`src/inc/dsk_port_pkg.sv`:
```
// constants and types shared by the diskette host flag port
`default_nettype none
package dsk_port_pkg;
  localparam int unsigned CLK_HZ        = 10_000_000;
  localparam int unsigned STATUS_MS     = 250;
  localparam int unsigned STATUS_CYCLES = (CLK_HZ / 1000) * STATUS_MS;
  localparam logic [7:0]  WORDS_12      = 8'h40;
  localparam logic [7:0]  BYTES_8       = 8'h80;
  localparam int unsigned MODE_BIT      = 6;
  localparam int unsigned DRIVE_BIT     = 4;
  localparam int unsigned FUNC_LSB      = 1;
  localparam logic [2:0]  FN_FILL       = 3'h0;
  localparam logic [2:0]  FN_EMPTY      = 3'h1;
  localparam logic [2:0]  FN_STATUS     = 3'h5;
  localparam logic [2:0]  FN_ERRREG     = 3'h7;
  localparam int unsigned ST_PARITY_BIT = 1;
  localparam int unsigned ST_READY_BIT  = 7;
  localparam logic [7:0]  ST_MASK       = 8'hff;
  localparam logic [11:0] ERR_NONE      = 12'h000;
  localparam logic [11:0] ERR_INIT_D0   = 12'o0010;
  localparam logic [11:0] ERR_INIT_D1   = 12'o0020;
  localparam logic [11:0] ERR_INIT_OUT  = 12'o0030;
  localparam logic [11:0] ERR_TRK_HIGH  = 12'o0040;
  localparam logic [11:0] ERR_HOME_EARLY = 12'o0050;
  localparam logic [11:0] ERR_DIAG      = 12'o0060;
  localparam logic [11:0] ERR_NO_SECTOR = 12'o0070;
  localparam logic [11:0] ERR_NO_CLOCK  = 12'o0110;
  localparam logic [11:0] ERR_NO_PREAMB = 12'o0120;
  localparam logic [11:0] ERR_NO_IOMARK = 12'o0130;
  localparam logic [11:0] ERR_HDR_CRC   = 12'o0140;
  localparam logic [11:0] ERR_TRK_MISMATCH = 12'o0150;
  localparam logic [11:0] ERR_IDMARK    = 12'o0160;
  localparam logic [11:0] ERR_DATA_MARK = 12'o0170;
  localparam logic [11:0] ERR_DATA_CRC  = 12'o0200;
  localparam logic [11:0] ERR_PARITY    = 12'o0210;
  localparam logic [5:0]  MAX_HEADERS   = 6'd52;
  localparam logic [4:0]  SECTOR_MAX    = 5'd26;
  localparam logic [6:0]  TRACK_MAX     = 7'd76;
  typedef enum logic [1:0] {
    PS_IDLE   = 2'b00,
    PS_XFER   = 2'b01,
    PS_ENGINE = 2'b10,
    PS_WAIT   = 2'b11
  } phase_t;
endpackage
`default_nettype wire

```
`src/rtl/dsk_host_port.sv`:
```
// host-facing command, flag and transfer port of the diskette controller
//
// The implementer's own choices: the register addresses and the plain strobed port.
`default_nettype none
module dsk_host_port #(
  parameter int unsigned STATUS_WAIT = dsk_port_pkg::STATUS_CYCLES
) (
  // clock and reset
  input  wire logic        core_clk_in,
  input  wire logic        rst_n_in,
  // host instructions
  input  wire logic        load_command_word_in,
  input  wire logic        transfer_data_word_in,
  input  wire logic        skip_on_xfer_request_in,
  input  wire logic        skip_on_done_flag_in,
  input  wire logic        skip_on_error_flag_in,
  input  wire logic        initialize_in,
  input  wire logic [11:0] host_data_in,
  input  wire logic        host_parity_err_in,
  output logic      [11:0] host_data_out,
  output logic             skip_out,
  // sector buffer side
  output logic      [6:0]  buf_index_out,
  output logic             buf_write_out,
  output logic      [11:0] buf_wdata_out,
  input  wire logic [11:0] buf_rdata_in,
  // engine side
  output logic             engine_start_out,
  output logic      [2:0]  engine_func_out,
  output logic             engine_drive_out,
  input  wire logic        engine_done_in,
  input  wire logic [11:0] engine_err_code_in,
  input  wire logic        drive_ready_in,
  input  wire logic        engine_crc_err_in,
  // flags
  output logic             transfer_request_flag_out,
  output logic             done_flag_out,
  output logic             error_flag_out
);
  typedef struct packed {
    dsk_port_pkg::phase_t phase;
    logic [11:0] iface;
    logic [11:0] command;
    logic [11:0] err_code;
    logic [7:0]  count;
    logic [7:0]  total;
    logic        xfer_flag;
    logic        done_flag;
    logic        err_flag;
    logic        busy;
    logic        parity_seen;
    logic        ready_valid;
    logic        start;
    logic        bwrite;
    logic [11:0] bwdata;
    logic        skip;
    logic [31:0] timer;
    logic        init_run;
    logic        eng_done;
    logic [11:0] eng_code;
    logic        eng_crc;
  } state_t;

  state_t cur;
  state_t nxt;

  function automatic logic [11:0] status_word(input logic [11:0] cmd, input logic par,
                                              input logic crc, input logic rdy);
    logic [11:0] w;
    w = {cmd[11:8], 8'h00};
    w[dsk_port_pkg::ST_PARITY_BIT] = par;
    w[0] = crc;
    w[dsk_port_pkg::ST_READY_BIT] = rdy;
    return w;
  endfunction

  logic [2:0] func;
  logic       mode8;
  assign func  = host_data_in[dsk_port_pkg::FUNC_LSB +: 3];
  assign mode8 = host_data_in[dsk_port_pkg::MODE_BIT];

  always_comb begin
    nxt        = cur;
    nxt.start  = 1'b0;
    nxt.bwrite = 1'b0;
    nxt.skip   = 1'b0;
    // tests clear their own flag; a set in the same cycle wins below
    if (skip_on_xfer_request_in) begin
      nxt.skip      = cur.xfer_flag;
      nxt.xfer_flag = 1'b0;
    end
    if (skip_on_done_flag_in) begin
      nxt.skip      = cur.done_flag;
      nxt.done_flag = 1'b0;
    end
    if (skip_on_error_flag_in) begin
      nxt.skip     = cur.err_flag;
      nxt.err_flag = 1'b0;
    end
    if (host_parity_err_in && (load_command_word_in || transfer_data_word_in)) begin
      nxt.parity_seen = 1'b1;
    end
    case (cur.phase)
      dsk_port_pkg::PS_IDLE: begin
        if (load_command_word_in) begin
          nxt.command     = host_data_in;
          nxt.busy        = 1'b1;
          nxt.done_flag   = 1'b0;
          nxt.err_flag    = 1'b0;
          nxt.parity_seen = host_parity_err_in;
          nxt.count       = 8'h00;
          nxt.init_run    = 1'b0;
          nxt.eng_done    = 1'b0;
          // selector adds octal 100 for byte mode
          nxt.total = mode8 ? dsk_port_pkg::BYTES_8 : dsk_port_pkg::WORDS_12;
          if (func == dsk_port_pkg::FN_FILL || func == dsk_port_pkg::FN_EMPTY) begin
            // first item is fetched in the wait phase, once the index is back at zero
            nxt.phase     = dsk_port_pkg::PS_WAIT;
            nxt.xfer_flag = 1'b0;
            // buffer functions never look at the drive bit
          end else begin
            nxt.phase = dsk_port_pkg::PS_ENGINE;
            nxt.start = 1'b1;
            nxt.timer = '0;
            if (func == dsk_port_pkg::FN_STATUS) begin
              nxt.ready_valid = 1'b0;
            end
          end
        end
      end
      dsk_port_pkg::PS_XFER: begin
        if (transfer_data_word_in) begin
          if (cur.command[dsk_port_pkg::FUNC_LSB +: 3] == dsk_port_pkg::FN_FILL) begin
            nxt.bwrite = 1'b1;
            nxt.bwdata = cur.command[dsk_port_pkg::MODE_BIT] ? {4'h0, host_data_in[7:0]}
                                                             : host_data_in;
          end
          nxt.count     = cur.count + 8'h01;
          nxt.xfer_flag = 1'b0;
          if (cur.count + 8'h01 == cur.total) begin
            nxt.phase = dsk_port_pkg::PS_WAIT;
          end else begin
            nxt.phase = dsk_port_pkg::PS_WAIT;
          end
        end
      end
      dsk_port_pkg::PS_WAIT: begin
        if (cur.count == cur.total) begin
          // only parity can fail a buffer function
          nxt.err_code = cur.parity_seen ? dsk_port_pkg::ERR_PARITY : cur.err_code;
          nxt.err_flag = cur.parity_seen;
          nxt.iface    = status_word(cur.command, cur.parity_seen, 1'b0, 1'b0);
          nxt.done_flag = 1'b1;
          nxt.busy     = 1'b0;
          nxt.phase    = dsk_port_pkg::PS_IDLE;
        end else begin
          if (cur.command[dsk_port_pkg::FUNC_LSB +: 3] == dsk_port_pkg::FN_EMPTY) begin
            nxt.iface = buf_rdata_in;
          end
          nxt.xfer_flag = 1'b1;
          nxt.phase     = dsk_port_pkg::PS_XFER;
        end
      end
      dsk_port_pkg::PS_ENGINE: begin
        if (cur.timer != 32'hffff_ffff) begin
          nxt.timer = cur.timer + 32'd1;
        end
        // the engine pulses done once; hold it and its code until the status wait is over
        if (engine_done_in) begin
          nxt.eng_done = 1'b1;
          nxt.eng_code = engine_err_code_in;
          nxt.eng_crc  = engine_crc_err_in;
        end
        if ((engine_done_in || cur.eng_done) && (cur.command[dsk_port_pkg::FUNC_LSB +: 3] !=
            dsk_port_pkg::FN_STATUS || cur.timer >= STATUS_WAIT - 1)) begin
          nxt.phase     = dsk_port_pkg::PS_IDLE;
          nxt.busy      = 1'b0;
          nxt.done_flag = 1'b1;
          // a parity hit on this command replaces the engine's code
          nxt.err_code  = cur.parity_seen ? dsk_port_pkg::ERR_PARITY
                                          : nxt.eng_code;
          nxt.err_flag  = cur.parity_seen || nxt.eng_code != dsk_port_pkg::ERR_NONE;
          if (cur.command[dsk_port_pkg::FUNC_LSB +: 3] == dsk_port_pkg::FN_STATUS) begin
            nxt.ready_valid = 1'b1;
          end
          if (cur.command[dsk_port_pkg::FUNC_LSB +: 3] == dsk_port_pkg::FN_ERRREG &&
              !cur.init_run) begin
            nxt.iface = cur.parity_seen ? dsk_port_pkg::ERR_PARITY : nxt.eng_code;
          end else begin
            // old command bits stay above the status byte; ready only for status or init
            nxt.iface = status_word(cur.command, cur.parity_seen, nxt.eng_crc,
              drive_ready_in &&
              (cur.command[dsk_port_pkg::FUNC_LSB +: 3] == dsk_port_pkg::FN_STATUS ||
               (cur.init_run && !cur.command[dsk_port_pkg::DRIVE_BIT])));
          end
        end
      end
      default: nxt.phase = dsk_port_pkg::PS_IDLE;
    endcase
    // initialize aborts anything and runs the engine init
    if (initialize_in) begin
      nxt.phase     = dsk_port_pkg::PS_ENGINE;
      nxt.command   = 12'h00e;
      nxt.busy      = 1'b1;
      nxt.done_flag = 1'b0;
      nxt.err_flag  = 1'b0;
      nxt.xfer_flag = 1'b0;
      nxt.parity_seen = 1'b0;
      nxt.init_run  = 1'b1;
      nxt.eng_done  = 1'b0;
      nxt.start     = 1'b1;
      nxt.timer     = '0;
    end
  end

  always_ff @(posedge core_clk_in or negedge rst_n_in) begin
    if (!rst_n_in) begin
      cur       <= '0;
      cur.phase <= dsk_port_pkg::PS_IDLE;
    end else begin
      cur <= nxt;
    end
  end

  assign host_data_out             = cur.iface;
  assign skip_out                  = cur.skip;
  // the count moves on with the write pulse, so the write goes to the item before it
  assign buf_index_out             = cur.count[6:0] - {6'h00, cur.bwrite};
  assign buf_write_out             = cur.bwrite;
  assign buf_wdata_out             = cur.bwdata;
  assign engine_start_out          = cur.start;
  assign engine_func_out           = cur.command[dsk_port_pkg::FUNC_LSB +: 3];
  assign engine_drive_out          = cur.command[dsk_port_pkg::DRIVE_BIT];
  assign transfer_request_flag_out = cur.xfer_flag;
  assign done_flag_out             = cur.done_flag;
  assign error_flag_out            = cur.err_flag;
endmodule
`default_nettype wire

```
`config.mk`:
```
export PLATFORM = sky130hd
export DESIGN_NAME = dsk_host_port
export DESIGN_NICKNAME = d
export VERILOG_FILES = /design/src/inc/dsk_port_pkg.sv /design/src/rtl/dsk_host_port.sv
export SDC_FILE = /design/constraint.sdc
export NUM_CORES = 1
export LEC_CHECK = 0
export ABC_AREA = 1
export BUFFER_PORTS_ARGS = -buffer_cell sky130_fd_sc_hd__buf_2
export CAP_MARGIN = 25
export CORE_MARGIN = 10
export CORE_UTILIZATION = 60
export DETAILED_ROUTE_END_ITERATION = 12
export GPL_TIMING_DRIVEN = 0
export PLACE_DENSITY = 0.88
export SLEW_MARGIN = 30
export SYNTH_ARGS = -nofsm -noshare
export SYNTH_HDL_FRONTEND = slang
export SYNTH_SLANG_ARGS = --single-unit
```
`constraint.sdc`:
```
create_clock -name core_clk_in -period 4.2 [get_ports core_clk_in]
set_input_delay 0.42 -clock core_clk_in [delete_from_list [all_inputs] [get_ports core_clk_in]]
set_output_delay 0.42 -clock core_clk_in [all_outputs]
set_load 0.01 [all_outputs]
```
==> results.toml <==
[min_path]
hold_end = "buf_wdata_out[5]$_DFFE_PN0P_"
min_from = "host_data_in[5]"
hold_path.class = "in2reg"
min_path_cells = 2

[setup_path]
worstRegToRegCells = 13
cp-start-kind = "register"
path_class = "reg2out"
worstSetupEndpointType = "output pin"
crit-reg2reg-launch = "cur[80]$_DFFE_PN0P_"
critPathArrivalTime_ns = 1.87
crit_required_ns = 3.78
reg2reg_slack_ns = 2.10
timing.rr.end = "host_data_out[2]$_DFFE_PN0P_"
critical_path.max_fanout = 5

[die]
dieArea_um2 = 14500
row_count = 36
die_h_um = 120
coreArea_um2 = 9770
io_pins = 89
die_w_um = 120
initial_core_util_pct = 61.7

[grt]
grt_pass1_vias = 5403
grt_pass1_wl_mm = 26.5
antenna_found_initial = 0
gr-total-overflow = 0
track_usage_pct = 22.3
grt_max_degree = 57

[cts]
clk_latency_ns = 0.39
cts_tree = "yes"
root_buffer = "clkbuf_8"
cts.sinks = 99
clk_pin_slew_ns = 0.12
clockBufferDepth = 2
numCtsBuffers = 9
htreeDepth = 3

[timing]
tightest_slew_ns = 0.640
tns_ns = 0
setup_viol = 0
worst_slack_ns = 1.91
relSlewSlack_pct = 57.0
slew_violations = 0
rsz0062_at_grt = "false"
hold_viol = 0
final.setup_skew_ns = 0.0142
fin_crit_sh_pct = 54.4
clock.fmax_mhz = 437
period_needed_ns = 2.29

[synth]
synth-edff-count = 0
avgSynthCellArea_um2 = 7.57
synth_seq_cells = 99
syn_inst = 797
yosys_most_used_dff = "dfrtp_1"
synth_fp_nets = 850
async_reset_ff_share_pct = 100
ys_warn_count = 0
yosysSeqAreaShare_pct = 41.1
synth_cell_type_count = 45
syn_area_um2 = 6030

[run]
cap_viol_max_count = 0

[route]
drt_pass1_iterations = 5
drt_first_iter_violations = 616
via_per_inst = 5.47
wl_mm = 15.9
post-route-drc-count = 0
wl_per_cell_um = 15.4
antenna_left = 0
via_count = 5666

[power]
pwr_density_cell_nw_per_um2 = 396
p_leak_uw = 0.00334
ir_drop_uv = 221

[finish]
nets = 950
layout-drive-gt1-share_pct = 23.4
syn2layout_area_growth_pct = 13.9
final-seq-area_um2 = 2480
antenna_cells = 0
nFillCells = 814
multi_input_area_um2 = 2840

[run_status]
status = "complete, no violations"

[placement]
gp_congestion = 1.01
dp_hpwl_mm = 12.3
pre_cts_ws_ns = 2.17
port_buffers = 87
## Yosys cell counts, drive strengths merged (7+ instances only)
cell | instances | area share [%]
nand2 | 186 | 12
inv | 102 | 6.3
dfrtp | 99 | 41
o21ai | 89 | 9.2
nor2 | 85 | 5.5
nor3 | 41 | 3.9
buf | 39 | 4.7
nand3 | 34 | 3.1
nand4 | 25 | 2.6
xor2 | 21 | 3.0
a21oi | 20 | 1.7
clkbuf | 11 | 0.68
a31oi | 7 | 0.73
## per-stage QoR
stage                     area (µm²)  instances  util (%)  total power (µW)  hold slack, ns
after floorplan                 6030        797         -              1810           0.124
after global placement          6630       1017      67.9              2080           0.462
after detailed placement        6670       1018      68.2              2100           0.369
after CTS                       6870       1035      70.3              2720           0.249
after global routing            6870       1035      70.3              2900           0.246
final                           6870       1035      70.3              2720           0.253
## sequential cells by signal, summed over array words and instances (netlist names)
name	flops
error_flag_out	1
buf_wdata_out	12
engine_drive_out	1
skip_out	1
host_data_out	12
engine_start_out	1
buf_write_out	1
cur	65
engine_func_out	3
transfer_request_flag_out	1
done_flag_out	1
## critical path, stage by stage (launching register included)
cell,delay [ns]
dfrtp_1,0.41
inv_1,0.14
ha_1,0.23
ha_1,0.19
nand2_1,0.08
nor2_1,0.13
xor2_1,0.15
buf_2,0.15
## how the worst max path moves through the flow
stage,from,end,cells after the start
6_report,cur[76]$_DFFE_PN0P_,buf_index_out[6],7
5_1_grt,cur[76]$_DFFE_PN0P_,buf_index_out[6],7
4_1_cts,cur[76]$_DFFE_PN0P_,buf_index_out[6],7
3_5_place_dp,cur[80]$_DFFE_PN0P_,host_data_out[2]$_DFFE_PN0P_,13
3_3_place_gp,rst_n_in,host_data_out[4]$_DFFE_PN0P_,1
2_1_floorplan,cur[15]$_DFFE_PN0P_,host_data_out[10]$_DFFE_PN0P_,13
## power breakdown
| part | total (µW) | switching (µW) | internal [µW] |
|---|---|---|---|
| Combinational | 907 | 579 | 328 |
| Sequential | 1190 | 84.1 | 1100 |
| Clock | 627 | 394 | 233 |
## cell type report
cell class | instances | share of cell area, %
tap | 133 | 2.42
inverter | 104 | 5.70
multi-input combinational | 544 | 41.3
clock buffer | 9 | 1.80
timing repair buffer | 89 | 6.97
sequential | 99 | 36.0
clock inverter | 7 | 1.04
buffer | 50 | 4.73
## placed cells by master, fill, tap and decap left out, types with 2 or more instances in the layout
| cell | synthesis | layout |
|---|---|---|
| clkbuf_1 | 11 | 11 |
| nand4_1 | 25 | 25 |
| nand2_2 | 3 | 3 |
| inv_1 | 87 | 87 |
| o21ai_1 | 3 | 3 |
| a22o_1 | 3 | 3 |
| nor3_2 | 4 | 4 |
| o21ai_2 | 29 | 29 |
| buf_6 | 4 | 5 |
| nand3_2 | 3 | 3 |
| inv_6 | 0 | 3 |
| buf_2 | 5 | 91 |
| mux2_2 | 5 | 5 |
| nand2_1 | 181 | 181 |
| nor2_1 | 82 | 82 |
| clkinv_4 | 0 | 2 |
| or2_2 | 2 | 2 |
| dfrtp_1 | 99 | 99 |
| a21oi_1 | 20 | 20 |
| nor2_2 | 2 | 2 |
| buf_4 | 27 | 27 |
| a31oi_1 | 7 | 7 |
| nand3_1 | 31 | 31 |
| ha_1 | 5 | 5 |
| nor4_1 | 5 | 5 |
| a22oi_1 | 2 | 2 |
| clkbuf_8 | 0 | 9 |
| nor3_1 | 36 | 36 |
| inv_2 | 15 | 15 |
| xor2_1 | 21 | 21 |
| o22ai_1 | 4 | 4 |
| o21ai_0 | 57 | 57 |
| nand2_4 | 2 | 2 |
| buf_1 | 3 | 3 |
## routing by layer
layer  global-route usage [%]  wire length (µm)
met3                     4.00              1160
met5                        0                 0
met2                     35.5              7340
met4                     8.30               357
met1                     29.8              7040
## logic make-up (layout without fill, tap and decap cells)
group | Yosys count | after routing | share of synthesized area (%)
and+or+nand+nor | 380 | 380 | 28.1
buffers and inverters | 154 | 259 | 11.9
DFF | 99 | 99 | 41.1
AOI/OAI and AO/OA | 132 | 132 | 13.8
muxes | 5 | 5 | 0.933
xor gates and xnor gates | 22 | 22 | 3.19
adders and majority gates | 5 | 5 | 1.04
## timing repair
action                    CTS  global route
setup buffers               0             0
hold buffers                1             0
resized for setup           0             0
hold endpoints to repair   43             0
(Power assumes the default switching activity.)
